## src/nca_pkg.sv

```systemverilog
// Constants, encodings and timing counts for the contactless command arbiter.
// Assumes a single 50 MHz clock; every user writes nca_pkg::name, nothing is imported.
//
// Summary of operation
// - Multi-page read returns four bytes per page
// - No answer before minimum delay; reader times out
// - Read start: 00-E9, EC, ED, sector1, SRAM
// - Invalid read start page answers negative acknowledge
// - Invalid pages inside a read return zeros
// - Page write stores four bytes at page
// - Write pages 02-E9, sector1, SRAM when passing
// - Out-of-range write: negative acknowledge, memory untouched
// - Locked pages are never modified; the SRAM burst writes without checking page_locked_in
// - SRAM burst F0-FF, active with pass-through only
// - Sector switch uses two packets, acknowledge between
// - Successful switch: silence longer than one millisecond
// - Memory goes to first requesting side only
// - Two lock status bits, both clear at reset
// - Host lock: session reads and switch still allowed
// - Host lock: memory commands get special refusal
// - Reader lock: host session register access allowed
// - Reader lock: other host accesses get not-acknowledge
// - Idle reader plus host address sets host lock
// - Reader lock clears on field loss, halt, completion
package nca_pkg;
  // ==========================================================
  // Command codes and page map
  localparam logic [7:0] OP_MULTI_READ = 8'h3A;
  localparam logic [7:0] OP_PAGE_WRITE = 8'hA2;
  localparam logic [7:0] OP_SRAM_BURST = 8'hA6;
  localparam logic [7:0] OP_SECTOR_SW = 8'hC2;
  localparam logic [7:0] SECTOR_KEY = 8'hFF;        // Second byte of first switch packet
  localparam logic [7:0] PG_WR_FIRST = 8'h02;
  localparam logic [7:0] PG_SEC0_LAST = 8'hE9;
  localparam logic [7:0] PG_SESS_A = 8'hEC;         // Session register pages
  localparam logic [7:0] PG_SESS_B = 8'hED;
  localparam logic [7:0] PG_SRAM_FIRST = 8'hF0;
  localparam logic [7:0] PG_SRAM_LAST = 8'hFF;
  // ==========================================================
  // Frame lengths in bytes, CRC excluded
  localparam logic [6:0] LEN_READ = 7'h03;
  localparam logic [6:0] LEN_WRITE = 7'h06;
  localparam logic [6:0] LEN_BURST = 7'h43;
  localparam logic [6:0] LEN_SW1 = 7'h02;
  localparam logic [6:0] LEN_SW2 = 7'h04;
  // ==========================================================
  // Four-bit answers and the lock reset value
  localparam logic [3:0] RESP_ACK = 4'hA;
  localparam logic [3:0] NAK_INVALID = 4'h0;
  localparam logic [3:0] NAK_ARBITER = 4'h4;        // Distinct code for a memory held by host
  localparam logic LOCK_RESET = 1'b0;
  // ==========================================================
  // Buffer shape: bit 8 marks a four-bit answer
  localparam int FIFO_WIDTH = 9;
  localparam int FIFO_DEPTH = 8;
  // ==========================================================
  // Timing
  localparam int CLK_NS = 20;
  localparam int RESP_N = 9;                        // Frame delay index
  localparam int CARRIER_KHZ = 13560;
  localparam int RESP_MIN_NS = ((RESP_N * 128 + 84) * 1000000 + CARRIER_KHZ - 1) / CARRIER_KHZ;
  localparam int RESP_MIN_CYC = (RESP_MIN_NS + CLK_NS - 1) / CLK_NS;
  localparam int QUIET_MIN_US = 1000;
  localparam int QUIET_MIN_CYC = QUIET_MIN_US * 1000 / CLK_NS + 1;  // Strictly longer
  // ==========================================================
  // Command sequencer states
  typedef enum logic [3:0] {
    NCA_IDLE = 4'h0, NCA_RX = 4'h1, NCA_FETCH = 4'h2, NCA_WAIT = 4'h3,
    NCA_CAP = 4'h4, NCA_PUSH = 4'h5, NCA_WCHK = 4'h6, NCA_WDO = 4'h7,
    NCA_REPLY = 4'h8, NCA_SW2 = 4'h9, NCA_QUIET = 4'hA, NCA_DRAIN = 4'hB
  } nca_state_t;
endpackage

```

## src/nca_stream_if.sv

```systemverilog
// Answer stream between the sequencer and its buffer.
// Assumes both ends share one clock.
`timescale 1ns/1ps
interface nca_stream_if;
  logic wr_valid;                                   // Producer offers a word
  logic wr_ready;                                   // Buffer has room
  logic [nca_pkg::FIFO_WIDTH-1:0] wr_data;
  logic rd_valid;                                   // Buffer not empty
  logic rd_ready;                                   // Consumer takes the head
  logic [nca_pkg::FIFO_WIDTH-1:0] rd_data;
  modport user (output wr_valid, wr_data, rd_ready, input wr_ready, rd_valid, rd_data);
  modport store (input wr_valid, wr_data, rd_ready, output wr_ready, rd_valid, rd_data);
endinterface

```

## src/nca_fifo.sv

```systemverilog
// First-in first-out buffer for answer bytes, width and depth set by parameters.
// Assumes one clock; depth is a power of two.
`timescale 1ns/1ps
module nca_fifo #(
  parameter int WIDTH = nca_pkg::FIFO_WIDTH,
  parameter int DEPTH = nca_pkg::FIFO_DEPTH
) (
  input wire logic clk_in,
  input wire logic resetn_in,
  nca_stream_if.store s_if
);
  localparam int AW = $clog2(DEPTH);
  // ==========================================================
  // State
  typedef struct packed {
    logic [DEPTH-1:0][WIDTH-1:0] mem;               // Storage, read from a register
    logic [AW-1:0] wp;
    logic [AW-1:0] rp;
    logic [AW:0] count;
  } nca_fifo_t;
  nca_fifo_t s;
  nca_fifo_t next_s;
  logic push;
  logic pop;
  // Honest flags straight from the count
  assign s_if.wr_ready = (s.count != AW'(0) + (AW+1)'(DEPTH));
  assign s_if.rd_valid = (s.count != '0);
  assign s_if.rd_data = s.mem[s.rp];
  assign push = s_if.wr_valid && s_if.wr_ready;
  assign pop = s_if.rd_ready && s_if.rd_valid;
  // ==========================================================
  // Next state
  always_comb begin
    next_s = s;
    if (push) begin
      next_s.mem[s.wp] = s_if.wr_data;
      next_s.wp = s.wp + AW'(1);
    end
    if (pop) begin
      next_s.rp = s.rp + AW'(1);
    end
    // Simultaneous push and pop leave the count alone
    next_s.count = s.count + (AW+1)'(push) - (AW+1)'(pop);
  end
  // Register
  always_ff @(posedge clk_in or negedge resetn_in) begin
    if (!resetn_in) begin
      s <= '0;
    end else begin
      s <= next_s;
    end
  end
endmodule // nca_fifo

```

## src/nca_timer.sv

```systemverilog
// One-shot cycle counter: done rises a fixed count after a start pulse.
// Assumes start is a one-cycle pulse from the same clock.
`timescale 1ns/1ps
module nca_timer #(
  parameter int CYCLES = nca_pkg::RESP_MIN_CYC
) (
  input wire logic clk_in,
  input wire logic resetn_in,
  input wire logic start_in,
  output logic done_out
);
  typedef struct packed {
    logic [16:0] cnt;
    logic done;
  } nca_timer_t;
  nca_timer_t s;
  nca_timer_t next_s;
  assign done_out = s.done;
  // ==========================================================
  // Countdown; a restart drops done at once
  always_comb begin
    next_s = s;
    if (start_in) begin
      next_s.cnt = 17'(CYCLES);
      next_s.done = 1'b0;
    end else if (s.cnt == 17'h0_001) begin
      next_s.cnt = '0;
      next_s.done = 1'b1;
    end else if (s.cnt != '0) begin
      next_s.cnt = s.cnt - 17'h0_001;
    end
  end
  always_ff @(posedge clk_in or negedge resetn_in) begin
    if (!resetn_in) begin
      s <= '0;
    end else begin
      s <= next_s;
    end
  end
endmodule // nca_timer

```

## src/nca_arbiter.sv

```systemverilog
// Contactless command sequencer with memory arbitration against the wired host.
// Assumes decoded frames arrive byte by byte on this clock, CRC already checked,
// and that memory read data is valid the cycle after the read strobe is seen.
`timescale 1ns/1ps
module nca_arbiter #(
  parameter int RESP_CYC = nca_pkg::RESP_MIN_CYC,
  parameter int QUIET_CYC = nca_pkg::QUIET_MIN_CYC
) (
  input wire logic clk_in,
  input wire logic resetn_in,
  input wire logic rx_valid_in,                     // One frame byte
  input wire logic [7:0] rx_byte_in,
  input wire logic rx_end_in,                       // Frame complete pulse
  input wire logic rx_crc_ok_in,                    // CRC good, valid with rx_end_in
  input wire logic tx_ready_in,
  output logic tx_valid_out,
  output logic [7:0] tx_data_out,
  output logic tx_nibble_out,                       // Data low four bits are an answer code
  input wire logic field_on_in,
  input wire logic halt_in,                         // Halt command seen
  input wire logic active_state_in,                 // Reader side in active state
  input wire logic pthru_on_in,
  input wire logic large_variant_in,                // Second sector present
  input wire logic [31:0] mem_rd_data_in,
  input wire logic page_locked_in,                  // Lock state of page at mem_addr_out
  output logic mem_rd_out,
  output logic mem_wr_out,
  output logic [8:0] mem_addr_out,                  // {sector, page}
  output logic [31:0] mem_wdata_out,                // First received byte in bits 31:24
  input wire logic i2c_addr_match_in,               // Own address after START
  input wire logic i2c_release_in,                  // Host sequence end or watchdog
  input wire logic i2c_access_in,                   // Host read or write request
  input wire logic i2c_reg_access_in,               // That request is a register command
  output logic i2c_nack_out,
  output logic i2c_lock_out,
  output logic reader_side_lock_out,
  output logic sector_out
);
  // ==========================================================
  // State
  typedef struct packed {
    nca_pkg::nca_state_t st;
    logic [6:0] cnt;                                // Bytes in current frame
    logic [7:0] op, a1, a2, page, last; // Command, arguments, read cursor and end
    logic [31:0] word, wdata; // Assembly and shift word; write data
    logic [1:0] bsel;
    logic [3:0] code;                               // Pending four-bit answer
    logic burst_ok, sw_pending, sector; // Pending: switch awaits second packet
    logic i2c_lock, reader_side_lock, i2c_nack;
    logic rd, wr, pv, resp_go, quiet_go, tv;
    logic flush; // Dropping buffered words after an abort
    logic [8:0] addr, pd, td;
  } nca_arb_t;
  nca_arb_t s;
  nca_arb_t next_s;
  nca_stream_if fq ();
  logic resp_done, quiet_done, pop;

  nca_fifo #(.WIDTH(nca_pkg::FIFO_WIDTH), .DEPTH(nca_pkg::FIFO_DEPTH)) u_fifo (
    .clk_in(clk_in),
    .resetn_in(resetn_in),
    .s_if(fq.store)
  );
  nca_timer #(.CYCLES(RESP_CYC)) u_resp (
    .clk_in(clk_in),
    .resetn_in(resetn_in),
    .start_in(s.resp_go),
    .done_out(resp_done)
  );
  nca_timer #(.CYCLES(QUIET_CYC)) u_quiet (
    .clk_in(clk_in),
    .resetn_in(resetn_in),
    .start_in(s.quiet_go),
    .done_out(quiet_done)
  );

  // ==========================================================
  // Page checks
  // Read start pages; SRAM lives in sector 0 only
  function automatic logic rd_ok(input logic sec, input logic [7:0] p, input logic pt, big);
    rd_ok = sec ? big : ((p <= nca_pkg::PG_SEC0_LAST) || (p == nca_pkg::PG_SESS_A) ||
      (p == nca_pkg::PG_SESS_B) || (pt && p >= nca_pkg::PG_SRAM_FIRST));
  endfunction
  // Writable pages
  function automatic logic wr_ok(input logic sec, input logic [7:0] p, input logic pt, big);
    wr_ok = sec ? big : ((p >= nca_pkg::PG_WR_FIRST && p <= nca_pkg::PG_SEC0_LAST) ||
      (pt && p >= nca_pkg::PG_SRAM_FIRST));
  endfunction
  function automatic logic sess_pg(input logic sec, input logic [7:0] p);
    sess_pg = !sec && (p == nca_pkg::PG_SESS_A || p == nca_pkg::PG_SESS_B);
  endfunction

  // Buffer hookup; outside an abort flush the pop only happens once the answer delay has run out
  assign fq.wr_valid = s.pv;
  assign fq.wr_data = s.pd;
  assign pop = fq.rd_valid && (s.flush || ((!s.tv || tx_ready_in) && resp_done));
  assign fq.rd_ready = pop;
  assign tx_valid_out = s.tv;
  assign tx_data_out = s.td[7:0];
  assign tx_nibble_out = s.td[8];
  assign mem_rd_out = s.rd;
  assign mem_wr_out = s.wr;
  assign mem_addr_out = s.addr;
  assign mem_wdata_out = s.wdata;
  assign i2c_nack_out = s.i2c_nack;
  assign i2c_lock_out = s.i2c_lock;
  assign reader_side_lock_out = s.reader_side_lock;
  assign sector_out = s.sector;

  // ==========================================================
  // Sequencer, output stage and lock bits
  always_comb begin
    next_s = s;
    next_s.rd = 1'b0;
    next_s.wr = 1'b0;
    next_s.resp_go = 1'b0;
    next_s.quiet_go = 1'b0;
    // Accepted word moves the producer on
    next_s.pv = s.pv && !fq.wr_ready;
    // Abort flush runs until the buffer is empty
    next_s.flush = s.flush && fq.rd_valid;
    case (s.st)
      nca_pkg::NCA_IDLE, nca_pkg::NCA_RX, nca_pkg::NCA_SW2: begin
        if (rx_valid_in) begin
          next_s.st = (s.st == nca_pkg::NCA_SW2) ? nca_pkg::NCA_SW2 : nca_pkg::NCA_RX;
          next_s.cnt = (s.cnt == 7'h7F) ? s.cnt : s.cnt + 7'h01;
          case (s.cnt)
            7'h00: next_s.op = rx_byte_in;
            7'h01: next_s.a1 = rx_byte_in;
            7'h02: next_s.a2 = rx_byte_in;
            default: next_s.a2 = s.a2;
          endcase
          next_s.word = {s.word[23:0], rx_byte_in};
          // Burst legal once both bounds are known
          if (s.cnt == 7'h02 && s.op == nca_pkg::OP_SRAM_BURST) begin
            next_s.burst_ok = active_state_in && pthru_on_in && !s.sector && !s.i2c_lock &&
                              s.a1 == nca_pkg::PG_SRAM_FIRST &&
                              rx_byte_in == nca_pkg::PG_SRAM_LAST;
            next_s.page = nca_pkg::PG_SRAM_FIRST;
          end
          // Burst pages go out as each fourth data byte lands
          if (s.burst_ok && s.cnt >= 7'h06 && s.cnt < nca_pkg::LEN_BURST &&
              s.cnt[1:0] == 2'b10) begin
            next_s.wr = 1'b1;
            next_s.reader_side_lock = 1'b1;
            next_s.addr = {1'b0, s.page};
            next_s.wdata = {s.word[23:0], rx_byte_in};
            next_s.page = s.page + 8'h01;
          end
        end
        if (rx_end_in) begin
          next_s.cnt = '0;
          next_s.burst_ok = 1'b0;
          next_s.resp_go = 1'b1;
          next_s.st = nca_pkg::NCA_REPLY;
          next_s.code = nca_pkg::NAK_INVALID;
          if (!rx_crc_ok_in) begin
            // Corrupt frames get no answer at all
            next_s.st = nca_pkg::NCA_IDLE;
          end else if (s.st == nca_pkg::NCA_SW2) begin
            next_s.sw_pending = 1'b0;
            if (s.cnt == nca_pkg::LEN_SW2 && (s.op == 8'h00 || (s.op == 8'h01 &&
                large_variant_in))) begin
              next_s.sector = s.op[0];
              next_s.quiet_go = 1'b1;
              next_s.st = nca_pkg::NCA_QUIET;
            end
          end else if (s.op == nca_pkg::OP_MULTI_READ && s.cnt == nca_pkg::LEN_READ) begin
            next_s.page = s.a1;
            next_s.last = s.a2;
            if (s.i2c_lock && !sess_pg(s.sector, s.a1)) begin
              next_s.code = nca_pkg::NAK_ARBITER;
            end else if (rd_ok(s.sector, s.a1, pthru_on_in, large_variant_in) &&
                         s.a2 >= s.a1) begin
              next_s.reader_side_lock = !s.i2c_lock;
              next_s.st = nca_pkg::NCA_FETCH;
            end
            // Otherwise a bad start page refuses the whole read
          end else if (s.op == nca_pkg::OP_PAGE_WRITE && s.cnt == nca_pkg::LEN_WRITE) begin
            if (s.i2c_lock) begin
              next_s.code = nca_pkg::NAK_ARBITER;
            end else if (wr_ok(s.sector, s.a1, pthru_on_in, large_variant_in)) begin
              next_s.reader_side_lock = 1'b1;
              next_s.addr = {s.sector, s.a1};
              next_s.wdata = s.word;
              next_s.st = nca_pkg::NCA_WCHK;
            end
          end else if (s.op == nca_pkg::OP_SRAM_BURST) begin
            if (s.i2c_lock) begin
              next_s.code = nca_pkg::NAK_ARBITER;
            end else if (s.burst_ok && s.cnt == nca_pkg::LEN_BURST) begin
              next_s.code = nca_pkg::RESP_ACK;
            end
          end else if (s.op == nca_pkg::OP_SECTOR_SW && s.cnt == nca_pkg::LEN_SW1 &&
                       s.a1 == nca_pkg::SECTOR_KEY) begin
            // Allowed even while the host holds memory
            next_s.code = nca_pkg::RESP_ACK;
            next_s.sw_pending = 1'b1;
          end
        end
      end
      nca_pkg::NCA_FETCH: begin
        if (rd_ok(s.sector, s.page, pthru_on_in, large_variant_in)) begin
          next_s.rd = 1'b1;
          next_s.addr = {s.sector, s.page};
          next_s.st = nca_pkg::NCA_WAIT;
        end else begin
          // Holes inside a read come back as zeros
          next_s.word = '0;
          next_s.bsel = '0;
          next_s.pv = 1'b1;
          next_s.pd = '0;
          next_s.st = nca_pkg::NCA_PUSH;
        end
      end
      nca_pkg::NCA_WAIT: next_s.st = nca_pkg::NCA_CAP;
      nca_pkg::NCA_CAP: begin
        next_s.word = mem_rd_data_in;
        next_s.bsel = '0;
        next_s.pv = 1'b1;
        next_s.pd = {1'b0, mem_rd_data_in[31:24]};
        next_s.st = nca_pkg::NCA_PUSH;
      end
      nca_pkg::NCA_PUSH: begin
        // Full buffer stalls here until the reader drains it
        if (s.pv && fq.wr_ready) begin
          next_s.bsel = s.bsel + 2'b01;
          if (s.bsel == 2'b11) begin
            // Every page from start to end, one unbroken answer
            next_s.page = s.page + 8'h01;
            next_s.st = (s.page == s.last) ? nca_pkg::NCA_DRAIN : nca_pkg::NCA_FETCH;
          end else begin
            next_s.word = {s.word[23:0], 8'h00};
            next_s.pv = 1'b1;
            next_s.pd = {1'b0, s.word[23:16]};
          end
        end
      end
      nca_pkg::NCA_WCHK: begin
        // Lock bits of the addressed page are visible now
        if (page_locked_in) begin
          next_s.code = nca_pkg::NAK_INVALID;
        end else begin
          next_s.wr = 1'b1;
          next_s.code = nca_pkg::RESP_ACK;
        end
        next_s.st = nca_pkg::NCA_REPLY;
      end
      nca_pkg::NCA_REPLY: begin
        next_s.pv = 1'b1;
        next_s.pd = {1'b1, 4'h0, s.code};
        next_s.st = nca_pkg::NCA_DRAIN;
      end
      nca_pkg::NCA_DRAIN: begin
        if (!s.pv && !fq.rd_valid && !s.tv) begin
          // Command finished: reader releases memory
          next_s.reader_side_lock = 1'b0;
          next_s.st = s.sw_pending ? nca_pkg::NCA_SW2 : nca_pkg::NCA_IDLE;
        end
      end
      nca_pkg::NCA_QUIET: begin
        // Frames during the silence are dropped
        if (quiet_done && !s.quiet_go) begin
          next_s.st = nca_pkg::NCA_IDLE;
        end
      end
      default: next_s.st = nca_pkg::NCA_IDLE;
    endcase
    // Output stage holds a byte until the link takes it
    if (pop && !s.flush) begin
      next_s.tv = 1'b1;
      next_s.td = fq.rd_data;
    end else if (tx_ready_in || s.flush) begin
      next_s.tv = 1'b0;
    end
    // Field loss or halt aborts everything, frees memory, empties the buffer
    if (!field_on_in || halt_in) begin
      next_s.reader_side_lock = nca_pkg::LOCK_RESET;
      next_s.st = nca_pkg::NCA_IDLE;
      next_s.cnt = '0;
      next_s.sw_pending = 1'b0;
      next_s.pv = 1'b0;
      next_s.tv = 1'b0;
      next_s.flush = 1'b1;
    end
    // Host lock: a new claim beats a release in the same cycle
    if (i2c_release_in) begin
      next_s.i2c_lock = 1'b0;
    end
    if (i2c_addr_match_in && !active_state_in && !next_s.reader_side_lock) begin
      next_s.i2c_lock = 1'b1;
    end
    next_s.i2c_nack = i2c_access_in && s.reader_side_lock && !i2c_reg_access_in;
  end

  // Register; both lock bits start clear
  always_ff @(posedge clk_in or negedge resetn_in) begin
    if (!resetn_in) begin
      s <= '0;
    end else begin
      s <= next_s;
    end
  end
endmodule // nca_arbiter

```

## config.mk

```make
export PLATFORM = sky130hd
export DESIGN_NAME = nca_arbiter
export DESIGN_NICKNAME = d
export VERILOG_FILES = /design/src/nca_pkg.sv /design/src/nca_stream_if.sv /design/src/nca_fifo.sv /design/src/nca_timer.sv /design/src/nca_arbiter.sv
export SDC_FILE = /design/constraint.sdc
export NUM_CORES = 1
export LEC_CHECK = 0
export ABC_CLOCK_PERIOD_IN_PS = 2990
export BUFFER_PORTS_ARGS = -buffer_cell sky130_fd_sc_hd__buf_2
export CAP_MARGIN = 20
export CORE_MARGIN = 10
export CORE_UTILIZATION = 60
export DETAILED_ROUTE_END_ITERATION = 6
export GPL_ROUTABILITY_DRIVEN = 0
export GPL_TIMING_DRIVEN = 1
export PLACE_DENSITY = 0.78
export SLEW_MARGIN = 40
export SYNTH_ARGS = -nofsm -noshare
export SYNTH_HDL_FRONTEND = slang
export SYNTH_HIERARCHICAL = 1
export SYNTH_SLANG_ARGS = --single-unit
```

## constraint.sdc

```tcl
create_clock -name clk_in -period 2.99 [get_ports clk_in]
set_input_delay 0.598 -clock clk_in [delete_from_list [all_inputs] [get_ports clk_in]]
set_output_delay 0.598 -clock clk_in [all_outputs]
set_load 0.005 [all_outputs]
```

=== Word level (Yosys, flattened, before mapping) ===
Cells that the tools add are included.

* Memories kept: 0
* Bits of input ports: 56
* Bits in writable memories: 0
* Logic and storage cells: 361
* Bits in read-only memories: 0
* Bits in latches: 0
* Output and inout bits: 57
* Register bits after elaboration: 279

* Bitwise logic cells: 1
* Div/mod/pow operators: 0
* Muxes and demuxes: 142
* Order comparisons: 11
* Equal/unequal tests: 51
* Shift-type cells: 0
* $mul: 0
* Add/subtract/negate cells: 9
* Reduce and logical (&&, ||, !) cells: 105

{| class="wikitable"
|+ Operator list
! cell !! number
|-
| 2-to-1 mux 32 bit || 11
|-
| 2-to-1 mux 9 bit || 15
|-
| one-hot mux 32 bit (4 select lines) || 1
|-
| 2-to-1 mux 4 bit || 24
|-
| equality test 8 bit (second input constant) || 10
|-
| bitwise mux 72 bit || 1
|-
| 2-to-1 mux 17 bit || 4
|-
| 2-to-1 mux 16 bit || 4
|-
| 2-to-1 mux 64 bit || 1
|-
| 2-to-1 mux 8 bit || 7
|-
| 2-to-1 mux 1 bit || 44
|-
| 2-to-1 mux 43 bit || 1
|-
| logical AND 1 bit || 37
|-
| 2-to-1 mux 18 bit || 2
|-
| one-hot mux 4 bit (9 select lines) || 1
|-
| one-hot mux 9 bit (4 select lines) || 1
|-
| equality test 17 x 1 -> 1 bit (second input constant) || 2
|-
| nonzero test 17 bit || 2
|-
| subtractor 17 x 1 -> 17 bit (second input constant) || 2
|-
| 2-to-1 mux 31 bit || 1
|-
| binary-select mux 9 bit (select 3 bit) || 1
|-
| demux 9 bit (select 3 bit) || 1
|-
| 2-to-1 mux 11 bit || 2
|-
| nonzero test 2 bit || 11
|-
| 55 further kinds || 133
|}

=== Depth between registers and ports, before layout ===
* Depth in word-level cells: 18
* Mapped depth: 12
* Mapped depth without buffers: 12

=== Hierarchy ===
The synthesis kept the hierarchy.

{| class="wikitable"
|+ By module, submodules not included
! module !! times used !! seq. area each (µm²) !! area an instance (µm²) !! cells each
|-
| nca_arbiter || 1 || 3978.8 || 8941.1 || 864
|-
| nca_fifo || 1 || 2052.0 || 3860.0 || 236
|-
| nca_timer (u_quiet) || 1 || 450.4 || 1032.2 || 105
|-
| nca_timer (u_resp) || 1 || 450.4 || 978.4 || 99
|}

=== Worst setup path before layout ===
Ideal clock, no wire load.

* Path kind: flip-flop to flip-flop
* Start point: register u_fifo/s[2] (netlist name)
* End point: register u_fifo/s[2] (netlist name)
* Library setup time: 123 ps
* Period minus slack after synthesis: 2506 ps
* Stages on the path, launching flop included: 13
* Path buffers: 0
* Data arrival time: 2384 ps
* Path slack: 484 ps
* Required time: 2867 ps
* Cells stage by stage: dfrtp_1 -> inv_1 -> ha_1 -> or3b_2 -> nor2b_1 -> nand2_1 -> inv_1 -> ha_1 -> inv_1 -> ha_1 -> inv_1 -> fa_1 -> xnor2_1

{| class="wikitable"
|+ RTL lines
! what !! line !! RTL
|-
| start: declaration || nca_fifo.sv:21 || <nowiki>nca_fifo_t s;</nowiki>
|-
| start signal: assignment || nca_fifo.sv:50 || <nowiki>s <= next_s;</nowiki>
|}

==> impl_metrics.toml <==
[synthesis]
synth-main-ff-cell = "dfrtp_1"
synth.area.top_cells = "dfrtp_1 47%, mux2_2 10%, mux4_2 2.7%"
yosys_warnings = 6
synth-edff-count = 0
synthesis.nets = 1389
yosysTopAreaCell = "dfrtp_1"
ys_types = 103
syn-cell-area_mm2 = 0.01481
synthesis.instances = 1304
async_reset_ff_share_pct = 100.0
yosysSeqAreaShare_pct = 46.80
yosysMostFrequentCell = "dfrtp_1"
synth-seq-cells = 277
synth_top_area_share_pct = 46.80
syn_avg_cell_area_um2 = 11.36
synth_common_cells = "277 x dfrtp_1, 138 x mux2_2, 69 x nand2_1, 63 x nor2_1, 52 x buf_4"

[grt]
antenna_found_initial = 1
grt_usage_pct = 23.38
first_global_vias = 11280
gr-total-overflow = 0
grt_max_degree = 108
grt_pass1_wl_um = 60470

[hold_path]
hp-start = "i2c_reg_access_in"
holdPathEnd = "i2c_nack_out$_DFF_PN0_"
hold_path.class = "in -> reg"
hold-path-cell-count = 2

[timing]
setup_viol = 0
relSlewSlack_pct = 43.49
skew_ns = 0.02421
tns_ns = 0
fmax_mhz = 364.1
grt_setup_unrepaired = "false"
hold_viol = 0
period_share_pct = 91.85
final_max_slew_viol_count = 0
worstMarginPinSlew_ns = 0.8388
period_minus_slack_ns = 2.746

[clock_network]
postCtsHoldBufs = 1
cts_tree = "yes"
clk_pin_slew_ns = 0.06
clk_root_buffer_cell = "clkbuf_16"
cts.repair.resized = 0
h-tree-depth = 1
cts_buffers = 29
cts_setup_buffers = 0
clk_latency_ns = 0.57
clkSinkCount = 277
cts_buffer_depth = 3

[setup_path]
crit_type = "reg -> reg"
crit_chain = "inv_1, ha_1, or3b_2, nor3_1, nand2_1, a211o_1, a2111o_1, o211a_2, o32ai_2"
worst_setup_path_end_kind = "flop"
timing.critical_path.from_type = "flop"
rrSetupSlack_ns = 0.24
slowest_delay_ns = 0.50
cp.arrival_ns = 3.21
r2r_start = "u_fifo/s[2]$_DFF_PN0_"
cp_slowest_cell = "or3b_2"
r2r_cells = 9
critPathTopFamily = "compound AO/OA/AOI/OAI gates"
crit_cells = 9
worstReg2RegEnd = "i2c_lock_out$_DFFE_PN0P_"
path_max_fanout = 5
cp_data_required_time_ns = 3.45
crit_buf_inv = 1

[power]
p_leak_nw = 7.890
power_density_mw_per_mm2 = 661.4
power.total_mw = 10.92
ir_drop_mv = 0.4529

[floorplan]
io_pins = 113
rows = 57
fp.dieH_um = 177.1
floorplan.initialDensity_pct = 60.90
die-area_mm2 = 0.03137
coreArea_mm2 = 0.02432
die_x_um = 177.1

[placed_design]
dp_hpwl_um = 25420
portBuffers = 112

[outcome]
failed_checks = "design-rule violations"
status = "finished with violations"

[routing]
antenna_left = 0
vias = 11000
avgViaCountPerCell = 6.429
wl_per_cell_um = 21.71
first_pass_iters = 7
remaining_drc_errors = 4
wl_um = 37140
drtIter0Drc = 1080

[cells_and_area]
layout.nets = 1449
nFillCells = 1785
drive_above_1_share_pct = 29.58
synthToLayoutAreaGrowth_pct = 11.45

[flow_run]
cap_violations = 0
==> stage by stage <==
step	setup slack (ns)	hold WS (ns)	util, %	std cells	area [µm²]
finish	0.2438	0.1864	67.88	1711	16510
global route	0.08254	0.1833	67.87	1710	16500
CTS	0.2288	0.1729	67.87	1710	16500
detailed placement	0.2763	0.4815	63.43	1656	15430
global placement	0.3636	0.4746	63.43	1656	15430
floorplan	0.4836	0.3024	-	1304	14810
==> cells by family after synthesis <==
family	share of synthesized area (%)
AOI/OAI and AO/OA	14.86
xor gates and xnor gates	2.247
adders and majority gates	2.500
buffers and inverters	5.761
DFF	46.80
muxes	15.44
and+or+nand+nor	12.39
==> report_power, final <==
group | total (mW) | switching, mW | leakage, nW | internal [mW]
logic | 2.15 | 1.13 | 3.69 | 1.02
registers | 4.75 | 0.577 | 3.67 | 4.17
clock network | 4.03 | 1.53 | 0.528 | 2.49
==> worst register-to-register path, delay by kind of cell, from the launching register on <==
kind | cells | cell delay, ns
AOI/OAI and AO/OA | 4 | 1.04
DFF | 1 | 0.37
and+or+nand+nor | 3 | 0.97
adders and majority gates | 1 | 0.17
buffers and inverters | 1 | 0.11
==> state kept, by name, summed over array words and instances (netlist names), 8 cells and up <==
name and flops:
tx_data_out 8, u_fifo/s 82, mem_wdata_out 32, u_quiet/s 17, s 92, fq.wr_data 9, mem_addr_out 9, u_resp/s 17
==> final cells by class <==
cell class	instances	area (µm²)	share of cell area, %
clock buffers	38	799.5	4.843
clock inverters	15	269.0	1.630
repair buffers	147	898.4	5.442
well taps	324	405.4	2.456
diodes	1	2.502	0.01516
inverters	41	153.9	0.9323
flip-flops and latches	277	6932	41.99
multi-input cells	868	7047	42.69
==> how the worst max path moves through the flow <==
| stage | startpoint | to |
|---|---|---|
| floorplan | u_fifo/s[2]$_DFF_PN0_ | u_fifo/s[2]$_DFF_PN0_ |
| global placement | u_fifo/s[2]$_DFF_PN0_ | i2c_lock_out$_DFFE_PN0P_ |
| detailed placement | u_fifo/s[2]$_DFF_PN0_ | i2c_lock_out$_DFFE_PN0P_ |
| CTS | u_fifo/s[2]$_DFF_PN0_ | u_fifo/s[2]$_DFF_PN0_ |
| global route | u_fifo/s[2]$_DFF_PN0_ | i2c_lock_out$_DFFE_PN0P_ |
| finish | u_fifo/s[2]$_DFF_PN0_ | i2c_lock_out$_DFFE_PN0P_ |
==> placed cells by master, fill, tap and decap left out, types with 7 or more instances in the layout <==
| master | n |
|---|---|
| nand2b_1 | 15 |
| nor3_1 | 23 |
| o21bai_1 | 11 |
| and3_1 | 13 |
| nand2_1 | 69 |
| nor4_1 | 10 |
| a211oi_1 | 7 |
| dfrtp_1 | 277 |
| inv_1 | 40 |
| mux2_4 | 9 |
| mux2_2 | 138 |
| xnor2_1 | 24 |
| a2bb2oi_1 | 32 |
| buf_2 | 111 |
| a21o_1 | 11 |
| nor2_1 | 63 |
| a22o_1 | 26 |
| a41oi_1 | 9 |
| nand4_1 | 11 |
| a31oi_1 | 9 |
| bufinv_16 | 7 |
| nand3_1 | 24 |
| a21oi_1 | 50 |
| ha_1 | 28 |
| a22oi_1 | 8 |
| buf_4 | 29 |
| mux2i_1 | 17 |
| clkbuf_16 | 29 |
| mux4_2 | 18 |
| o22ai_1 | 40 |
| nor2b_1 | 7 |
| o21ai_0 | 26 |
| a221o_1 | 11 |
| xor2_1 | 14 |
| and2_1 | 7 |
| or3_1 | 11 |
| nor3b_1 | 7 |
==> per-layer routing <==
metal | track usage [%] | wire length (µm) | part of all wire, % | vias to the layer above
met1 | 30.92 | 15720 | 42 | 5542
met4 | 7.636 | 1217 | 3.3 | 0
met3 | 4.246 | 2437 | 6.6 | 100
li1 | - | - | - | 4929
met2 | 38.18 | 17770 | 48 | 429
met5 | 0 | 0 | 0 | -
Note: power is estimated with default switching activity, not from simulation.
